--- config.mk ---
export PLATFORM = sky130hd
export DESIGN_NAME = gpc_pin_control
export DESIGN_NICKNAME = d
export VERILOG_FILES = /design/src/hdl/gpc_pkg.sv /design/src/hdl/gpc_pin_control.sv /design/src/hdl/gpc_in_sync.sv
export SDC_FILE = /design/constraint.sdc
export NUM_CORES = 1
export LEC_CHECK = 0
export BUFFER_PORTS_ARGS = -buffer_cell sky130_fd_sc_hd__buf_2
export CAP_MARGIN = 5
export CORE_MARGIN = 2
export CORE_UTILIZATION = 45
export CTS_BUF_LIST = sky130_fd_sc_hd__clkbuf_16
export CTS_CLUSTER_DIAMETER = 40
export DETAILED_ROUTE_END_ITERATION = 7
export GPL_ROUTABILITY_DRIVEN = 0
export PLACE_DENSITY = 0.7
export SYNTH_ARGS = -nofsm -noshare
export SYNTH_HDL_FRONTEND = slang
export SYNTH_SLANG_ARGS = --single-unit
--- constraint.sdc ---
create_clock -name sys_clk -period 3.8 [get_ports sys_clk]
set_input_delay 0.19 -clock sys_clk [delete_from_list [all_inputs] [get_ports sys_clk]]
set_output_delay 0.19 -clock sys_clk [all_outputs]
set_load 0.1 [all_outputs]
--- src/hdl/gpc_pkg.sv ---
// Package for the general-purpose pin control block.
// Holds register indices, field positions, reset values and masks shared
// by the register file and the pin drivers.
package gpc_pkg;

  // Register indices on the paged management interface
  localparam logic [4:0] ADDR_CTRL_TWO = 5'h0e;
  localparam logic [4:0] ADDR_IN_LEVELS = 5'h0f;
  localparam logic [4:0] ADDR_OUT_VALUES = 5'h10;
  localparam logic [4:0] ADDR_OUT_ENABLE = 5'h11;
  localparam logic [4:0] ADDR_PAGE = 5'h1f;

  // Page select values
  localparam logic [15:0] PAGE_GP = 16'h0010;
  localparam logic [15:0] PAGE_MAIN = 16'h0000;

  // Control register field positions
  localparam int UPPER_SEL_LSB = 14;
  localparam int HOLD_OE_N_BIT = 13;
  localparam int HOLD_OUT_BIT = 12;
  localparam int HOLD_IN_BIT = 11;
  localparam int RSVD_RW_BIT = 10;
  localparam int LED_TRI_BIT = 9;
  localparam int RSVD_RO_BIT = 8;
  localparam int PIN11_SEL_LSB = 6;
  localparam int PIN10_SEL_LSB = 4;
  localparam int PIN9_SEL_LSB = 2;
  localparam int PIN8_SEL_LSB = 0;

  // Selection code that hands a pin to the data registers
  localparam logic [1:0] SEL_REGS = 2'h3;

  // Reset values
  localparam logic [15:0] CTRL_TWO_RST = 16'h2400;
  localparam logic [14:0] OUT_VALUES_RST = 15'h0000;
  localparam logic [14:0] OUT_ENABLE_RST = 15'h0000;

  // Writable bits of the control register (bits 11 and 8 are read-only)
  localparam logic [15:0] CTRL_TWO_WR_MASK = 16'hf6ff;

  // Number of general-purpose pins
  localparam int GP_PINS = 15;

endpackage : gpc_pkg

--- src/hdl/gpc_pin_control.sv ---
// General-purpose pin control: control, input, output and output-enable
// registers on the paged management register port, plus pin drivers.
// Assumes one global copy serves all PHY ports and that the management
// controller presents one-cycle read and write strobes on sys_clk.
// Pad cells, LED drivers and the page-wide register port live outside;
// this block only decides values, enables and what a read returns.
`timescale 1ns/1ns
`default_nettype none

module gpc_pin_control #(
  parameter int LED_COUNT = 4
) (
  input wire logic sys_clk, // 125 MHz system clock
  input wire logic reset, // Hard device reset, active high
  input wire logic [4:0] reg_addr, // Management register index
  input wire logic reg_wr_en, // One-cycle write strobe
  input wire logic [15:0] reg_wdata, // Write data
  input wire logic reg_rd_en, // One-cycle read strobe
  output logic [15:0] reg_rdata, // Read data, valid the cycle after rd
  input wire logic [7:0] low_pins_reg_ctrl, // Pins 0-7 under register ctrl
  input wire logic [14:0] gp_pin_in, // Pin levels from pads
  output logic [14:0] gp_pin_out, // Pin drive values
  output logic [14:0] gp_pin_oe, // Pin output enables, high drives
  input wire logic low_power_hold_pin_in, // Hold pin level from pad
  output logic low_power_hold_pin_out, // Hold pin drive value
  output logic low_power_hold_pin_oe, // Hold pin output enable
  input wire logic [LED_COUNT-1:0] led_value, // LED levels wanted
  output logic [LED_COUNT-1:0] led_out, // LED pad drive values
  output logic [LED_COUNT-1:0] led_oe // LED pad output enables
);

  // Register state; all of it is hard-reset only and shared by every port
  logic [15:0] page_ff;
  logic [15:0] ctrl_two_ff;
  logic [14:0] out_values_ff;
  logic [14:0] out_enable_ff;
  logic [15:0] rdata_ff;
  logic [15:0] levels_sync;
  logic [15:0] nxt_rdata;

  // Decodes and views, kept as named wires so a probe can find them
  wire gp_page;
  wire wr_ctrl;
  wire wr_out;
  wire wr_oe;
  wire wr_page;
  wire [14:0] reg_owned;
  wire [15:0] ctrl_two_view;
  wire [15:0] in_levels_view;
  wire led_tristate;

  // Decode a two-bit pin selection field
  // Shared by the upper field and the four single-pin fields
  function automatic logic sel_is_regs(input logic [1:0] code);
    sel_is_regs = (code == gpc_pkg::SEL_REGS);
  endfunction : sel_is_regs

  // Refuse a build with no LED pads at elaboration;
  // the enable mux needs at least one bit.
  if (LED_COUNT < 1) begin : g_bad_led_count
    $error("gpc_pin_control: LED_COUNT must be at least 1");
  end

  // Hold pin rides as the top bit so bit 11 and the input register share
  // one synchroniser; a level shows about four cycles after it settles.
  // synchronise pin levels
  gpc_in_sync #(
    .WIDTH(16)
  ) u_in_sync (
    .sys_clk(sys_clk),
    .reset(reset),
    .async_in({low_power_hold_pin_in, gp_pin_in}),
    .level_ff(levels_sync)
  );

  // The page register is decoded whatever page is active, so the host
  // can always find its way back to the main page.
  // page gating of the pin registers
  assign gp_page = (page_ff == gpc_pkg::PAGE_GP);
  assign wr_page = reg_wr_en && (reg_addr == gpc_pkg::ADDR_PAGE);
  assign wr_ctrl = reg_wr_en && gp_page &&
                   (reg_addr == gpc_pkg::ADDR_CTRL_TWO);
  assign wr_out = reg_wr_en && gp_page &&
                  (reg_addr == gpc_pkg::ADDR_OUT_VALUES);
  assign wr_oe = reg_wr_en && gp_page &&
                 (reg_addr == gpc_pkg::ADDR_OUT_ENABLE);

  // Any 16-bit value is stored; only 0x0010 opens the pin registers.
  // hard reset only, single shared copy
  always_ff @(posedge sys_clk) begin
    if (reset) begin
      page_ff <= gpc_pkg::PAGE_MAIN;
    end else if (wr_page) begin
      page_ff <= reg_wdata;
    end
  end

  // Bits 11 and 8 are masked to zero here; 11 is rebuilt from the pin on
  // read, so a write can never fake a pin level.
  // reserved bit 8 kept zero by write mask
  always_ff @(posedge sys_clk) begin
    if (reset) begin
      ctrl_two_ff <= gpc_pkg::CTRL_TWO_RST;
    end else if (wr_ctrl) begin
      ctrl_two_ff <= reg_wdata & gpc_pkg::CTRL_TWO_WR_MASK;
    end
  end

  // Only pins handed to the data registers ever show this value on a pad.
  // output values, bit 15 not stored
  always_ff @(posedge sys_clk) begin
    if (reset) begin
      out_values_ff <= gpc_pkg::OUT_VALUES_RST;
    end else if (wr_out) begin
      out_values_ff <= reg_wdata[14:0];
    end
  end

  // The enable register sits beside the output register at 0x11.
  // per-pin direction, all inputs after reset
  always_ff @(posedge sys_clk) begin
    if (reset) begin
      out_enable_ff <= gpc_pkg::OUT_ENABLE_RST;
    end else if (wr_oe) begin
      out_enable_ff <= reg_wdata[14:0];
    end
  end

  // A reserved code leaves the pin unclaimed here; it simply floats,
  // which is the safe state for a pin nobody owns.
  // one field owns pins twelve to fourteen together
  assign reg_owned[14:12] = {3{sel_is_regs(
    ctrl_two_ff[gpc_pkg::UPPER_SEL_LSB +: 2])}};
  // one field per pin for eight to eleven
  assign reg_owned[11] = sel_is_regs(
    ctrl_two_ff[gpc_pkg::PIN11_SEL_LSB +: 2]);
  assign reg_owned[10] = sel_is_regs(
    ctrl_two_ff[gpc_pkg::PIN10_SEL_LSB +: 2]);
  assign reg_owned[9] = sel_is_regs(
    ctrl_two_ff[gpc_pkg::PIN9_SEL_LSB +: 2]);
  assign reg_owned[8] = sel_is_regs(
    ctrl_two_ff[gpc_pkg::PIN8_SEL_LSB +: 2]);
  // Pins 0 to 7 take their ownership from the neighbouring control block.
  assign reg_owned[7:0] = low_pins_reg_ctrl;

  // pins drive only when owned and enabled; reserved codes float
  assign gp_pin_oe = reg_owned & out_enable_ff;
  // drive values straight from the output register
  assign gp_pin_out = out_values_ff;

  // Reset leaves the hold pin an input, so the board level wins until
  // software asks to drive it.
  // active-low enable for the hold pin
  assign low_power_hold_pin_oe = ~ctrl_two_ff[gpc_pkg::HOLD_OE_N_BIT];
  // hold pin value from bit 12
  assign low_power_hold_pin_out = ctrl_two_ff[gpc_pkg::HOLD_OUT_BIT];

  // Trade-off: in tri-state mode a high LED level depends on the board
  // pull-up, so its rise time is the pull-up's, not the pad's.
  // tri-state mode releases high levels for external pull-ups
  assign led_tristate = ctrl_two_ff[gpc_pkg::LED_TRI_BIT];
  // The value always mirrors the request; only the enable changes
  assign led_out = led_value;
  assign led_oe = led_tristate ? ~led_value : {LED_COUNT{1'b1}};

  // bit 11 always reflects the synchronised hold pin level
  assign ctrl_two_view = {ctrl_two_ff[15:12],
                          levels_sync[15],
                          ctrl_two_ff[10:9],
                          1'b0,
                          ctrl_two_ff[7:0]};

  // input levels, reserved bit reads zero
  assign in_levels_view = {1'b0, levels_sync[14:0]};

  // A read and a write in one cycle return the old value, as the view is
  // taken before the edge that stores the write.
  // Read mux; off-page or unmapped indices read as zero
  always_comb begin
    nxt_rdata = 16'h0000;
    if (reg_addr == gpc_pkg::ADDR_PAGE) begin
      nxt_rdata = page_ff;
    end else if (gp_page) begin
      case (reg_addr)
        gpc_pkg::ADDR_CTRL_TWO: nxt_rdata = ctrl_two_view;
        gpc_pkg::ADDR_IN_LEVELS: nxt_rdata = in_levels_view;
        gpc_pkg::ADDR_OUT_VALUES: nxt_rdata = {1'b0, out_values_ff};
        gpc_pkg::ADDR_OUT_ENABLE: nxt_rdata = {1'b0, out_enable_ff};
        default: nxt_rdata = 16'h0000;
      endcase
    end
  end

  // Holding the data lets a slow host look late without a second strobe.
  // Registered read data; holds until the next read strobe
  always_ff @(posedge sys_clk) begin
    if (reset) begin
      rdata_ff <= 16'h0000;
    end else if (reg_rd_en) begin
      rdata_ff <= nxt_rdata;
    end
  end

  // Read data straight from the register, no gate on the path
  assign reg_rdata = rdata_ff;

endmodule : gpc_pin_control

`default_nettype wire

--- src/hdl/gpc_in_sync.sv ---
// Input synchroniser for pin levels arriving from outside the clock domain.
// Assumes sys_clk is free-running; level_ff follows a pin once the second
// and third stages agree.
`timescale 1ns/1ns
`default_nettype none

module gpc_in_sync #(
  parameter int WIDTH = 16
) (
  input wire logic sys_clk, // System clock
  input wire logic reset, // Synchronous reset, active high
  input wire logic [WIDTH-1:0] async_in, // Raw pin levels
  output logic [WIDTH-1:0] level_ff // Filtered, synchronised levels
);

  logic [WIDTH-1:0] stage1_ff;
  logic [WIDTH-1:0] stage2_ff;
  logic [WIDTH-1:0] stage3_ff;
  wire [WIDTH-1:0] agree;
  wire [WIDTH-1:0] nxt_level;

  // Refuse an empty bus at elaboration rather than build nothing
  if (WIDTH < 1) begin : g_bad_width
    $error("gpc_in_sync: WIDTH must be at least 1");
  end

  // Only bits where stages two and three agree may move the output
  assign agree = ~(stage2_ff ^ stage3_ff);
  assign nxt_level = (agree & stage3_ff) | (~agree & level_ff);

  // Stage one feeds stage two only, to keep metastability contained
  always_ff @(posedge sys_clk) begin
    if (reset) begin
      stage1_ff <= '0;
      stage2_ff <= '0;
      stage3_ff <= '0;
      level_ff <= '0;
    end else begin
      stage1_ff <= async_in;
      stage2_ff <= stage1_ff;
      stage3_ff <= stage2_ff;
      level_ff <= nxt_level;
    end
  end

endmodule : gpc_in_sync

`default_nettype wire

==> results of run 1 <==
## area by class of cell
| class | instances | share of cell area [%] |
|---|---|---|
| Sequential cell | 140 | 41.9 |
| Multi-Input combinational cell | 429 | 36.4 |
| Timing Repair Buffer | 124 | 10.3 |
| Clock buffer | 17 | 6.35 |
| Tap cell | 147 | 2.75 |
| Clock inverter | 13 | 2.28 |
| Inverter | 2 | 0.112 |
## worst min-delay path by stage
| stage | slack [ns] | depth (start not counted) | endpoint | startpoint |
|---|---|---|---|---|
| after floorplan | 0.31 | 1 | ctrl_two_ff[10] | reg_wdata[10] |
| after global placement | 0.40 | 2 | u_in_sync.stage1_ff[5] | gp_pin_in[5] |
| after detailed placement | 0.40 | 2 | u_in_sync.stage1_ff[6] | gp_pin_in[6] |
| after CTS | 0.002 | 2 | u_in_sync.stage1_ff[3] | gp_pin_in[3] |
| after global routing | 0.007 | 2 | u_in_sync.stage1_ff[3] | gp_pin_in[3] |
| final | 0.00005 | 2 | u_in_sync.stage1_ff[5] | gp_pin_in[5] |
## routing by layer
metal	wire length, µm	up-vias
li1	-	2382
met1	5850	2288
met2	6590	176
met3	943	24
met4	225	0
met5	0	-
## through the flow
step / hold WS, ns / worst slack [ns] / utilization, % / power (mW) / area, µm²
floorplan: 0.308 / 2.13 / - / 1.70 / 5490
global placement: 0.403 / 1.41 / 50.3 / 1.76 / 6020
detailed placement: 0.405 / 1.31 / 50.3 / 1.77 / 6020
CTS: 0.00237 / 1.42 / 56.0 / 3.37 / 6700
global route: 0.00653 / 1.21 / 56.0 / 3.46 / 6700
finish: 0.0000484 / 1.38 / 56.0 / 3.35 / 6700
## critical path: stages, from the launching register on
cell and delay, ns:
dfxtp_1 0.32, nor4_1 0.54, and3_2 0.88, nand3_1 0.24, a311oi_1 0.32
## synthesized netlist by cell type, types with 2 or more instances
cell      instances  area [µm²]
dfxtp_1         140        2800
a21oi_1          75         375
nand2_1          71         267
o21ai_0          58         290
nor2b_1          48         300
nand3_1          46         230
clkbuf_1         34         128
mux2i_1          28         280
nor2_1           20        75.1
a311oi_1         16         140
nand4_1          15        93.8
o22ai_1          14        87.6
buf_2            11        55.1
and2_1            9        56.3
and3_1            9        56.3
buf_4             6        45.0
a211o_1           2        17.5
inv_1             2        7.51
nand4b_1          2        17.5
nor3_1            2        10.0
nor4_1            2        12.5
nor4b_1           2        17.5
## logic make-up after synthesis
logic type             after synthesis
and+or+nand+nor                    232
AOI/OAI and AO/OA                  169
DFF                                140
buffers and inverters               55
muxes                               28
## power by group through the flow
| stage | Sequential (mW) | Clock [mW] | Combinational, mW |
|---|---|---|---|
| finish | 1.51 | 1.61 | 0.229 |
| global route | 1.51 | 1.70 | 0.244 |
| CTS | 1.51 | 1.62 | 0.229 |
| detailed placement | 1.54 | 0 | 0.221 |
| global placement | 1.54 | 0 | 0.218 |
| floorplan | 1.60 | 0 | 0.103 |
==> impl_metrics.py, run 1 <==
metrics = {
    "outcome": {
        "status": "finished, final reports clean",
    },
    "timing": {
        "relSlewSlack_pct": 24.2,
        "rsz0062_at_grt": "no",
        "period_share_pct": 63.7,
        "worst_clock_skew_ns": 0.00899,
        "tightest_slew_ns": 1.14,
        "clock.fmax_mhz": 413,
        "period_minus_slack_ns": 2.42,
        "drv_slew": 0,
        "fin_setup_tns_ns": 0,
        "hold_viol": 0,
        "setup_viol": 0,
    },
    "routing": {
        "ant_nets": 0,
        "drcViolationCount": 0,
        "drt_iter0_markers": 434,
        "wl_per_cell_um": 15.6,
        "drt_wl_total_um": 13600,
        "via_per_inst": 5.58,
        "first_pass_iters": 8,
        "vias": 4870,
    },
    "cells_and_area": {
        "multi_input_area_um2": 2440,
        "final_common_cell": "dfxtp_1",
        "syn_to_final_growth_pct": 22.0,
        "drive_gt1_share_pct": 20.0,
        "n_antenna_cell": 0,
        "final-seq-area_um2": 2800,
        "nets": 767,
        "final_cell_mix": "dfxtp_1, buf_2, a21oi_1",
        "nFillCells": 1063,
        "layoutNonFillerInstCount": 872,
    },
    "cts": {
        "postCtsSetupBuffers": 0,
        "htreeDepth": 4,
        "clock_path_buffers": 2,
        "clk_pin_slew_ns": 0.06,
        "numCtsBuffers": 17,
        "cts_sinks": 140,
        "clk_latency_ns": 0.41,
        "cts_root_buffer": "clkbuf_16",
        "cts_resized": 0,
        "hold_buffers": 10,
        "cts_tree": "yes",
    },
    "floorplan": {
        "die_width_um": 114,
        "die-area_um2": 13100,
        "core_um2": 12000,
        "start_util_pct": 45.9,
        "placementRows": 40,
        "io_pins": 109,
        "die_height_um": 114,
    },
    "synthesis": {
        "seq_area_frac_synth_pct": 51.1,
        "synth_fa_ha_area_share_pct": 0,
        "synth-seq-cells": 140,
        "synthesis.area_um2": 5490,
        "synth_area_per_cell_um2": 8.79,
        "async_flop_share_pct": 0,
        "syn_nets": 677,
        "synthMuxAreaShare_pct": 5.11,
        "synth_xor_area_share_pct": 0,
        "yosysWarnings": 0,
        "syn_inst": 624,
        "ys_types": 34,
        "synth_top_family_by_area": "simple AND/OR/NAND/NOR gates",
        "synth_edf_count": 0,
        "yosys.area_share.simple_pct": 21.9,
        "synth_flop_cell": "dfxtp_1",
        "synth-compound-area-share_pct": 17.3,
    },
    "min_path": {
        "hp-class": "in -> reg",
    },
    "critical_path": {
        "cp_data_arrival_time_ns": 2.73,
        "setup.worst_path.class": "reg -> reg",
        "crit_start": "page_ff[7]",
        "r2r_slack_ns": 1.38,
        "reg2regPathDepth": 4,
        "reg2reg_to": "reg_rdata[10]",
        "worstPathMaxFanout": 50,
        "cp-end-kind": "flop",
        "reg2reg_from": "page_ff[7]",
        "worst_setup_path_endpoint": "reg_rdata[10]",
        "crit_path_start_kind": "flop",
        "worstPathRequired_ns": 4.11,
    },
    "power": {
        "comb_power_share_pct": 6.9,
        "p_int_mw": 2.58,
        "p_seq_share_pct": 45.2,
        "switching_power_mw": 0.766,
        "clockPowerShare_pct": 48.0,
        "vdd_drop_max_uv": 262,
        "power_density_nw_per_um2": 500,
        "leakage_nw": 2.57,
        "p_sw_share_pct": 22.9,
    },
    "grt": {
        "gr-usage-met3_pct": 5.29,
        "grtUsageTotal_pct": 20.8,
        "grt_max_degree": 117,
        "busiest_layer": "met2",
        "grt_pass1_vias": 4553,
        "grt_pass1_wl_um": 21600,
        "grt_overflow": 0,
        "use_met1_pct": 25.6,
        "antenna_found_initial": 0,
        "met2_usage_pct": 35.0,
    },
    "placement": {
        "portBuffers": 108,
        "dpl.hpwl_um": 9530,
        "dpl.cell_count": 832,
    },
    "job": {
        "max_cap_violations": 0,
    },
}
(Power assumes the default switching activity.)
==> inputs of run 2 (changes only) <==
==> constraint.sdc (replaced) <==
create_clock -name sys_clk -period 2.42 [get_ports sys_clk]
set_input_delay 0.121 -clock sys_clk [delete_from_list [all_inputs] [get_ports sys_clk]]
set_output_delay 0.121 -clock sys_clk [all_outputs]
set_load 0.1 [all_outputs]
==> run 2 against run 1 <==
Against the previous run: worst setup slack lost 1.0 ns; cell count is 3.3% higher; first-iteration DRC count down 16%; sequential share of layout area fell by 1.5 points; critical path depth is 1 higher; global-route usage increased by 0.99 points; clock power rose by 52%; sequential power grew 57%; total power rose by 55%; hold slack gained 0.014 ns; via count is 2.7% higher; clock skew shrank 0.00090 ns; largest cell class unchanged; largest power group unchanged.
==> impl_metrics.py, run 2 (synthesized netlist as in run 1, its figures left out) <==
metrics = {
    "timing": {
        "hold_viol": 0,
        "setup_viol": 0,
        "worst_clock_skew_ns": 0.00809,
        "fin_setup_tns_ns": 0,
        "drv_slew": 0,
        "period_share_pct": 85.4,
        "period_minus_slack_ns": 2.07,
        "relSlewSlack_pct": 53.4,
        "tightest_slew_ns": 0.694,
        "rsz0062_at_grt": "no",
        "worst_slack_ns": 0.354,
        "clock.fmax_mhz": 484,
    },
    "floorplan": {
        "die_height_um": 114,
        "io_pins": 109,
        "die-area_um2": 13100,
        "die_width_um": 114,
        "start_util_pct": 45.9,
        "placementRows": 40,
        "core_um2": 12000,
    },
    "cts": {
        "clk_latency_ns": 0.42,
        "htreeDepth": 4,
        "numCtsBuffers": 17,
        "cts_tree": "yes",
        "postCtsSetupBuffers": 0,
        "clock_path_buffers": 2,
        "clk_pin_slew_ns": 0.06,
        "cts_root_buffer": "clkbuf_16",
        "cts_sinks": 140,
    },
    "grt": {
        "grt_max_degree": 85,
        "grt_overflow": 0,
        "grt_pass1_wl_um": 22400,
        "grtUsageTotal_pct": 21.8,
        "grt_pass1_vias": 4582,
        "antenna_found_initial": 0,
    },
    "routing": {
        "ant_nets": 0,
        "drt_wl_total_um": 14200,
        "via_per_inst": 5.55,
        "wl_per_cell_um": 15.8,
        "vias": 5003,
        "drcViolationCount": 0,
        "drt_iter0_markers": 364,
        "first_pass_iters": 5,
    },
    "critical_path": {
        "cpPeakStageDelay_ns": 0.51,
        "cp-end-kind": "flop",
        "cpMaxStageDelayCell": "nand4b_1",
        "worstPathCellList": "nor4_2 > buf_4 > nand4b_1 > o21ai_0 > a21oi_1",
        "setup.worst_path.class": "reg -> reg",
        "worstPathRequired_ns": 2.71,
        "cp_data_arrival_time_ns": 2.35,
        "crit_buf_inv": 1,
        "worstPathMaxFanout": 15,
        "crit_family": "simple AND/OR/NAND/NOR gates",
        "crit_path_start_kind": "flop",
    },
    "cells_and_area": {
        "drive_gt1_share_pct": 21.1,
        "final_cell_mix": "dfxtp_1, buf_2, a21oi_1",
        "final_common_cell": "dfxtp_1",
        "n_antenna_cell": 0,
        "syn_to_final_growth_pct": 26.5,
        "nets": 794,
    },
    "placement": {
        "portBuffers": 108,
        "place_ws_ns": 0.439,
        "dpl.hpwl_um": 9830,
    },
    "outcome": {
        "status": "finished, final reports clean",
    },
    "power": {
        "leakage_nw": 2.69,
        "vdd_drop_max_uv": 478,
        "power_density_nw_per_um2": 749,
    },
    "min_path": {
        "hp-class": "in -> reg",
    },
    "job": {
        "max_cap_violations": 0,
    },
}
run 2: changes by cell type in the layout (fill, tap and decap cells not counted), sizes merged:
| cell | previous run | this run |
|---|---|---|
| clkinvlp | 2 | 3 |
| inv | 4 | 7 |
| buf | 114 | 123 |
| dlygate4sd3 | 10 | 28 |
| bufinv | 3 | 1 |
run 2: cell type report:
cell class              instances  area, µm²
multi-input cells             429       2440
inverters                       2       7.51
flip-flops and latches        140       2800
clock inverters                15        138
fillers                      1008       5020
clock buffers                  17        425
repair buffers                151        948
well taps                     147        184
run 2: per-stage QoR:
| step | total power [mW] | hold WS, ns | instance area [µm²] | utilization (%) | instances |
|---|---|---|---|---|---|
| after floorplan | 2.67 | 0.239 | 5490 | - | 624 |
| after global placement | 2.77 | 0.337 | 6100 | 51.0 | 841 |
| after detailed placement | 2.78 | 0.333 | 6100 | 51.0 | 841 |
| after CTS | 5.23 | 0.00213 | 6940 | 58.0 | 901 |
| after global routing | 5.37 | 0.00343 | 6940 | 58.0 | 901 |
| final | 5.20 | 0.0145 | 6940 | 58.0 | 901 |
run 2: worst paths after layout:
path	startpoint	endpoint	slack, ns	cells past startpoint
hold reg to reg	u_in_sync.stage1_ff[14]	u_in_sync.stage2_ff[14]	0.44	1
setup reg to reg	page_ff[6]	gp_pin_out[7]	0.35	5
setup / recovery	page_ff[6]	gp_pin_out[7]	0.35	5
hold / removal	reg_wdata[2]	gp_pin_out[2]	0.01	3
run 2: routing by layer:
layer,part of all wire [%],up-vias,track usage (%)
li1,-,2437,-
met1,43,2339,26.8
met4,2.2,0,9.11
met2,48,199,36.4
met5,0,-,0
met3,7.5,28,5.35
run 2: repair_timing:
| item | in CTS | in global routing |
|---|---|---|
| endpoints found under the setup margin | 0 | 0 |
| resized for setup | 0 | 0 |
| endpoints found under the hold margin | 34 | 0 |
| hold buffers | 28 | 0 |
run 2: power by group:
group / internal [mW] / leakage, nW / switching, mW / total, mW
Combinational: 0.126 / 1.28 / 0.266 / 0.392
Clock: 1.42 / 0.271 / 1.01 / 2.44
Sequential: 2.35 / 1.14 / 0.0202 / 2.37
Total: 3.90 / 2.69 / 1.30 / 5.20
run 2: worst reg2reg max path, delay by kind of cell (launching register included):
| kind | cells | cell delay, ns |
|---|---|---|
| DFF | 1 | 0.34 |
| AOI/OAI and AO/OA | 2 | 0.51 |
| and+or+nand+nor | 2 | 0.86 |
| buffers and inverters | 1 | 0.22 |
==> inputs of run 3 (changes only) <==
--- a/config.mk
+++ b/config.mk
@@ -13,6 +13,7 @@
 export CTS_CLUSTER_DIAMETER = 40
 export DETAILED_ROUTE_END_ITERATION = 7
 export GPL_ROUTABILITY_DRIVEN = 0
+export MAX_ROUTING_LAYER = met4
 export PLACE_DENSITY = 0.7
 export SYNTH_ARGS = -nofsm -noshare
 export SYNTH_HDL_FRONTEND = slang
==> run 3 against run 2 <==
Against the previous run: sequential power about the same; global-route usage increased by 0.63 points; clock skew decreased by 0.0014 ns; utilization unchanged; register-to-register slack about the same; sequential cell count unchanged; clock-buffer cell count unchanged; non-clock buffer count unchanged; sequential share of layout area unchanged; clock power about the same; largest power group unchanged.
==> impl_metrics.py, run 3 (synthesized netlist as in run 1, its figures left out) <==
metrics = {
    "outcome": {
        "status": "finished, final reports clean",
    },
    "critical_path": {
        "crit_start": "page_ff[6]",
        "reg2reg_from": "page_ff[6]",
        "worstPathRequired_ns": 2.71,
        "reg2reg_to": "gp_pin_out[7]",
        "crit_path_start_kind": "flop",
        "cpMaxStageDelayCell": "nand4b_1",
        "cp_data_arrival_time_ns": 2.36,
        "crit_buf_inv": 1,
        "worstPathCellList": "nor4_2 > buf_4 > nand4b_1 > o21ai_0 > a21oi_1",
        "reg2regPathDepth": 5,
        "cpPeakStageDelay_ns": 0.52,
        "worst_setup_path_endpoint": "gp_pin_out[7]",
        "cp-end-kind": "flop",
        "path_depth": 5,
        "r2r_slack_ns": 0.35,
        "setup.worst_path.class": "reg -> reg",
        "worstPathMaxFanout": 15,
        "crit_family": "simple AND/OR/NAND/NOR gates",
    },
    "min_path": {
        "hp-class": "in -> reg",
    },
    "routing": {
        "wl_per_cell_um": 15.8,
        "drt_iter0_markers": 361,
        "drt_wl_total_um": 14200,
        "via_per_inst": 5.53,
        "ant_nets": 0,
        "first_pass_iters": 5,
        "vias": 4984,
        "drcViolationCount": 0,
    },
    "cells_and_area": {
        "n_antenna_cell": 0,
        "final_common_cell": "dfxtp_1",
        "fin_area_um2": 6940,
        "nets": 794,
        "syn_to_final_growth_pct": 26.5,
        "drive_gt1_share_pct": 21.1,
        "final_cell_mix": "dfxtp_1, buf_2, a21oi_1",
    },
    "job": {
        "max_cap_violations": 0,
    },
    "floorplan": {
        "die_height_um": 114,
        "die-area_um2": 13100,
        "core_um2": 12000,
        "start_util_pct": 45.9,
        "die_width_um": 114,
        "placementRows": 40,
        "io_pins": 109,
    },
    "timing": {
        "worst_slack_ns": 0.350,
        "hold_viol": 0,
        "relSlewSlack_pct": 53.6,
        "drv_slew": 0,
        "tightest_slew_ns": 0.691,
        "clock.fmax_mhz": 483,
        "period_share_pct": 85.5,
        "fin_setup_tns_ns": 0,
        "setup_viol": 0,
        "rsz0062_at_grt": "no",
        "worst_clock_skew_ns": 0.00668,
        "period_minus_slack_ns": 2.07,
    },
    "grt": {
        "grt_overflow": 0,
        "grt_pass1_vias": 4578,
        "antenna_found_initial": 0,
        "grt_pass1_wl_um": 22400,
        "grtUsageTotal_pct": 22.4,
        "grt_max_degree": 85,
    },
    "cts": {
        "clk_latency_ns": 0.41,
        "numCtsBuffers": 17,
        "cts_tree": "yes",
        "cts_sinks": 140,
        "clk_pin_slew_ns": 0.06,
        "clock_path_buffers": 2,
        "htreeDepth": 4,
        "cts_root_buffer": "clkbuf_16",
        "postCtsSetupBuffers": 0,
    },
    "power": {
        "power_density_nw_per_um2": 749,
        "switching_power_mw": 1.29,
        "p_sw_share_pct": 24.9,
        "comb_power_share_pct": 7.5,
        "vdd_drop_max_uv": 478,
        "leakage_nw": 2.69,
        "finalPower_mw": 5.20,
        "p_int_mw": 3.90,
        "clockPowerShare_pct": 46.8,
        "p_seq_share_pct": 45.7,
    },
    "placement": {
        "dpl.hpwl_um": 9830,
        "portBuffers": 108,
        "placed_cell_area_um2": 6100,
        "place_ws_ns": 0.439,
    },
}
==> run 3: cell counts in the layout (fill, tap and decap cells not counted) <==
Identical to the previous run, type by type.
==> run 3: what timing repair did <==
action	CTS	global route
hold buffers	28	0
gates resized for setup	0	0
endpoints found under the hold margin	34	0
==> run 3: layout make-up <==
type	instances	area, µm²
Fill cell	1008	5020
Sequential cell	140	2800
Multi-Input combinational cell	429	2440
Timing Repair Buffer	151	948
Clock buffer	17	425
Tap cell	147	184
Clock inverter	15	138
Inverter	2	7.51
==> run 3: worst min-delay path by stage <==
| stage | start | end | slack (ns) | depth (start not counted) |
|---|---|---|---|---|
| after floorplan | reg_wdata[10] | ctrl_two_ff[10] | 0.24 | 1 |
| after global routing | reg_wdata[2] | gp_pin_out[2] | 0.001 | 3 |
| after detailed placement | gp_pin_in[4] | u_in_sync.stage1_ff[4] | 0.33 | 2 |
| after CTS | reg_wdata[2] | gp_pin_out[2] | 0.002 | 3 |
| final | reg_wdata[2] | gp_pin_out[2] | 0.02 | 3 |
| after global placement | gp_pin_in[5] | u_in_sync.stage1_ff[5] | 0.34 | 2 |
==> run 3: power by group through the flow <==
| stage | registers, mW | logic, mW | clock network, mW |
|---|---|---|---|
| after CTS | 2.37 | 0.390 | 2.47 |
| after global routing | 2.38 | 0.416 | 2.58 |
| after detailed placement | 2.42 | 0.355 | 0 |
| after floorplan | 2.51 | 0.162 | 0 |
| after global placement | 2.42 | 0.350 | 0 |
| final | 2.37 | 0.392 | 2.43 |
==> run 3: tightest hold or removal path: cells and delay by family <==
| kind | cells | cell delay, ns |
|---|---|---|
| AO/OA/AOI/OAI | 1 | 0.06 |
| buffers and inverters | 1 | 0.14 |
| AND/OR/NAND/NOR | 1 | 0.07 |
==> run 3: through the flow <==
stage / cells / utilization (%) / hold slack [ns]
floorplan: 624 / - / 0.239
global placement: 841 / 51.0 / 0.337
detailed placement: 841 / 51.0 / 0.333
CTS: 901 / 58.0 / 0.00213
global route: 901 / 58.0 / 0.00106
finish: 901 / 58.0 / 0.0175
==> run 3: metal layers <==
metal | part of all wire (%) | vias to the layer above | GRT usage (%) | wire length, µm
li1 | - | 2438 | - | -
met1 | 42 | 2304 | 26.7 | 6030
met2 | 48 | 212 | 36.4 | 6790
met3 | 7.6 | 30 | 5.82 | 1080
met4 | 2.1 | 0 | 8.62 | 300
met5 | 0 | - | - | 0
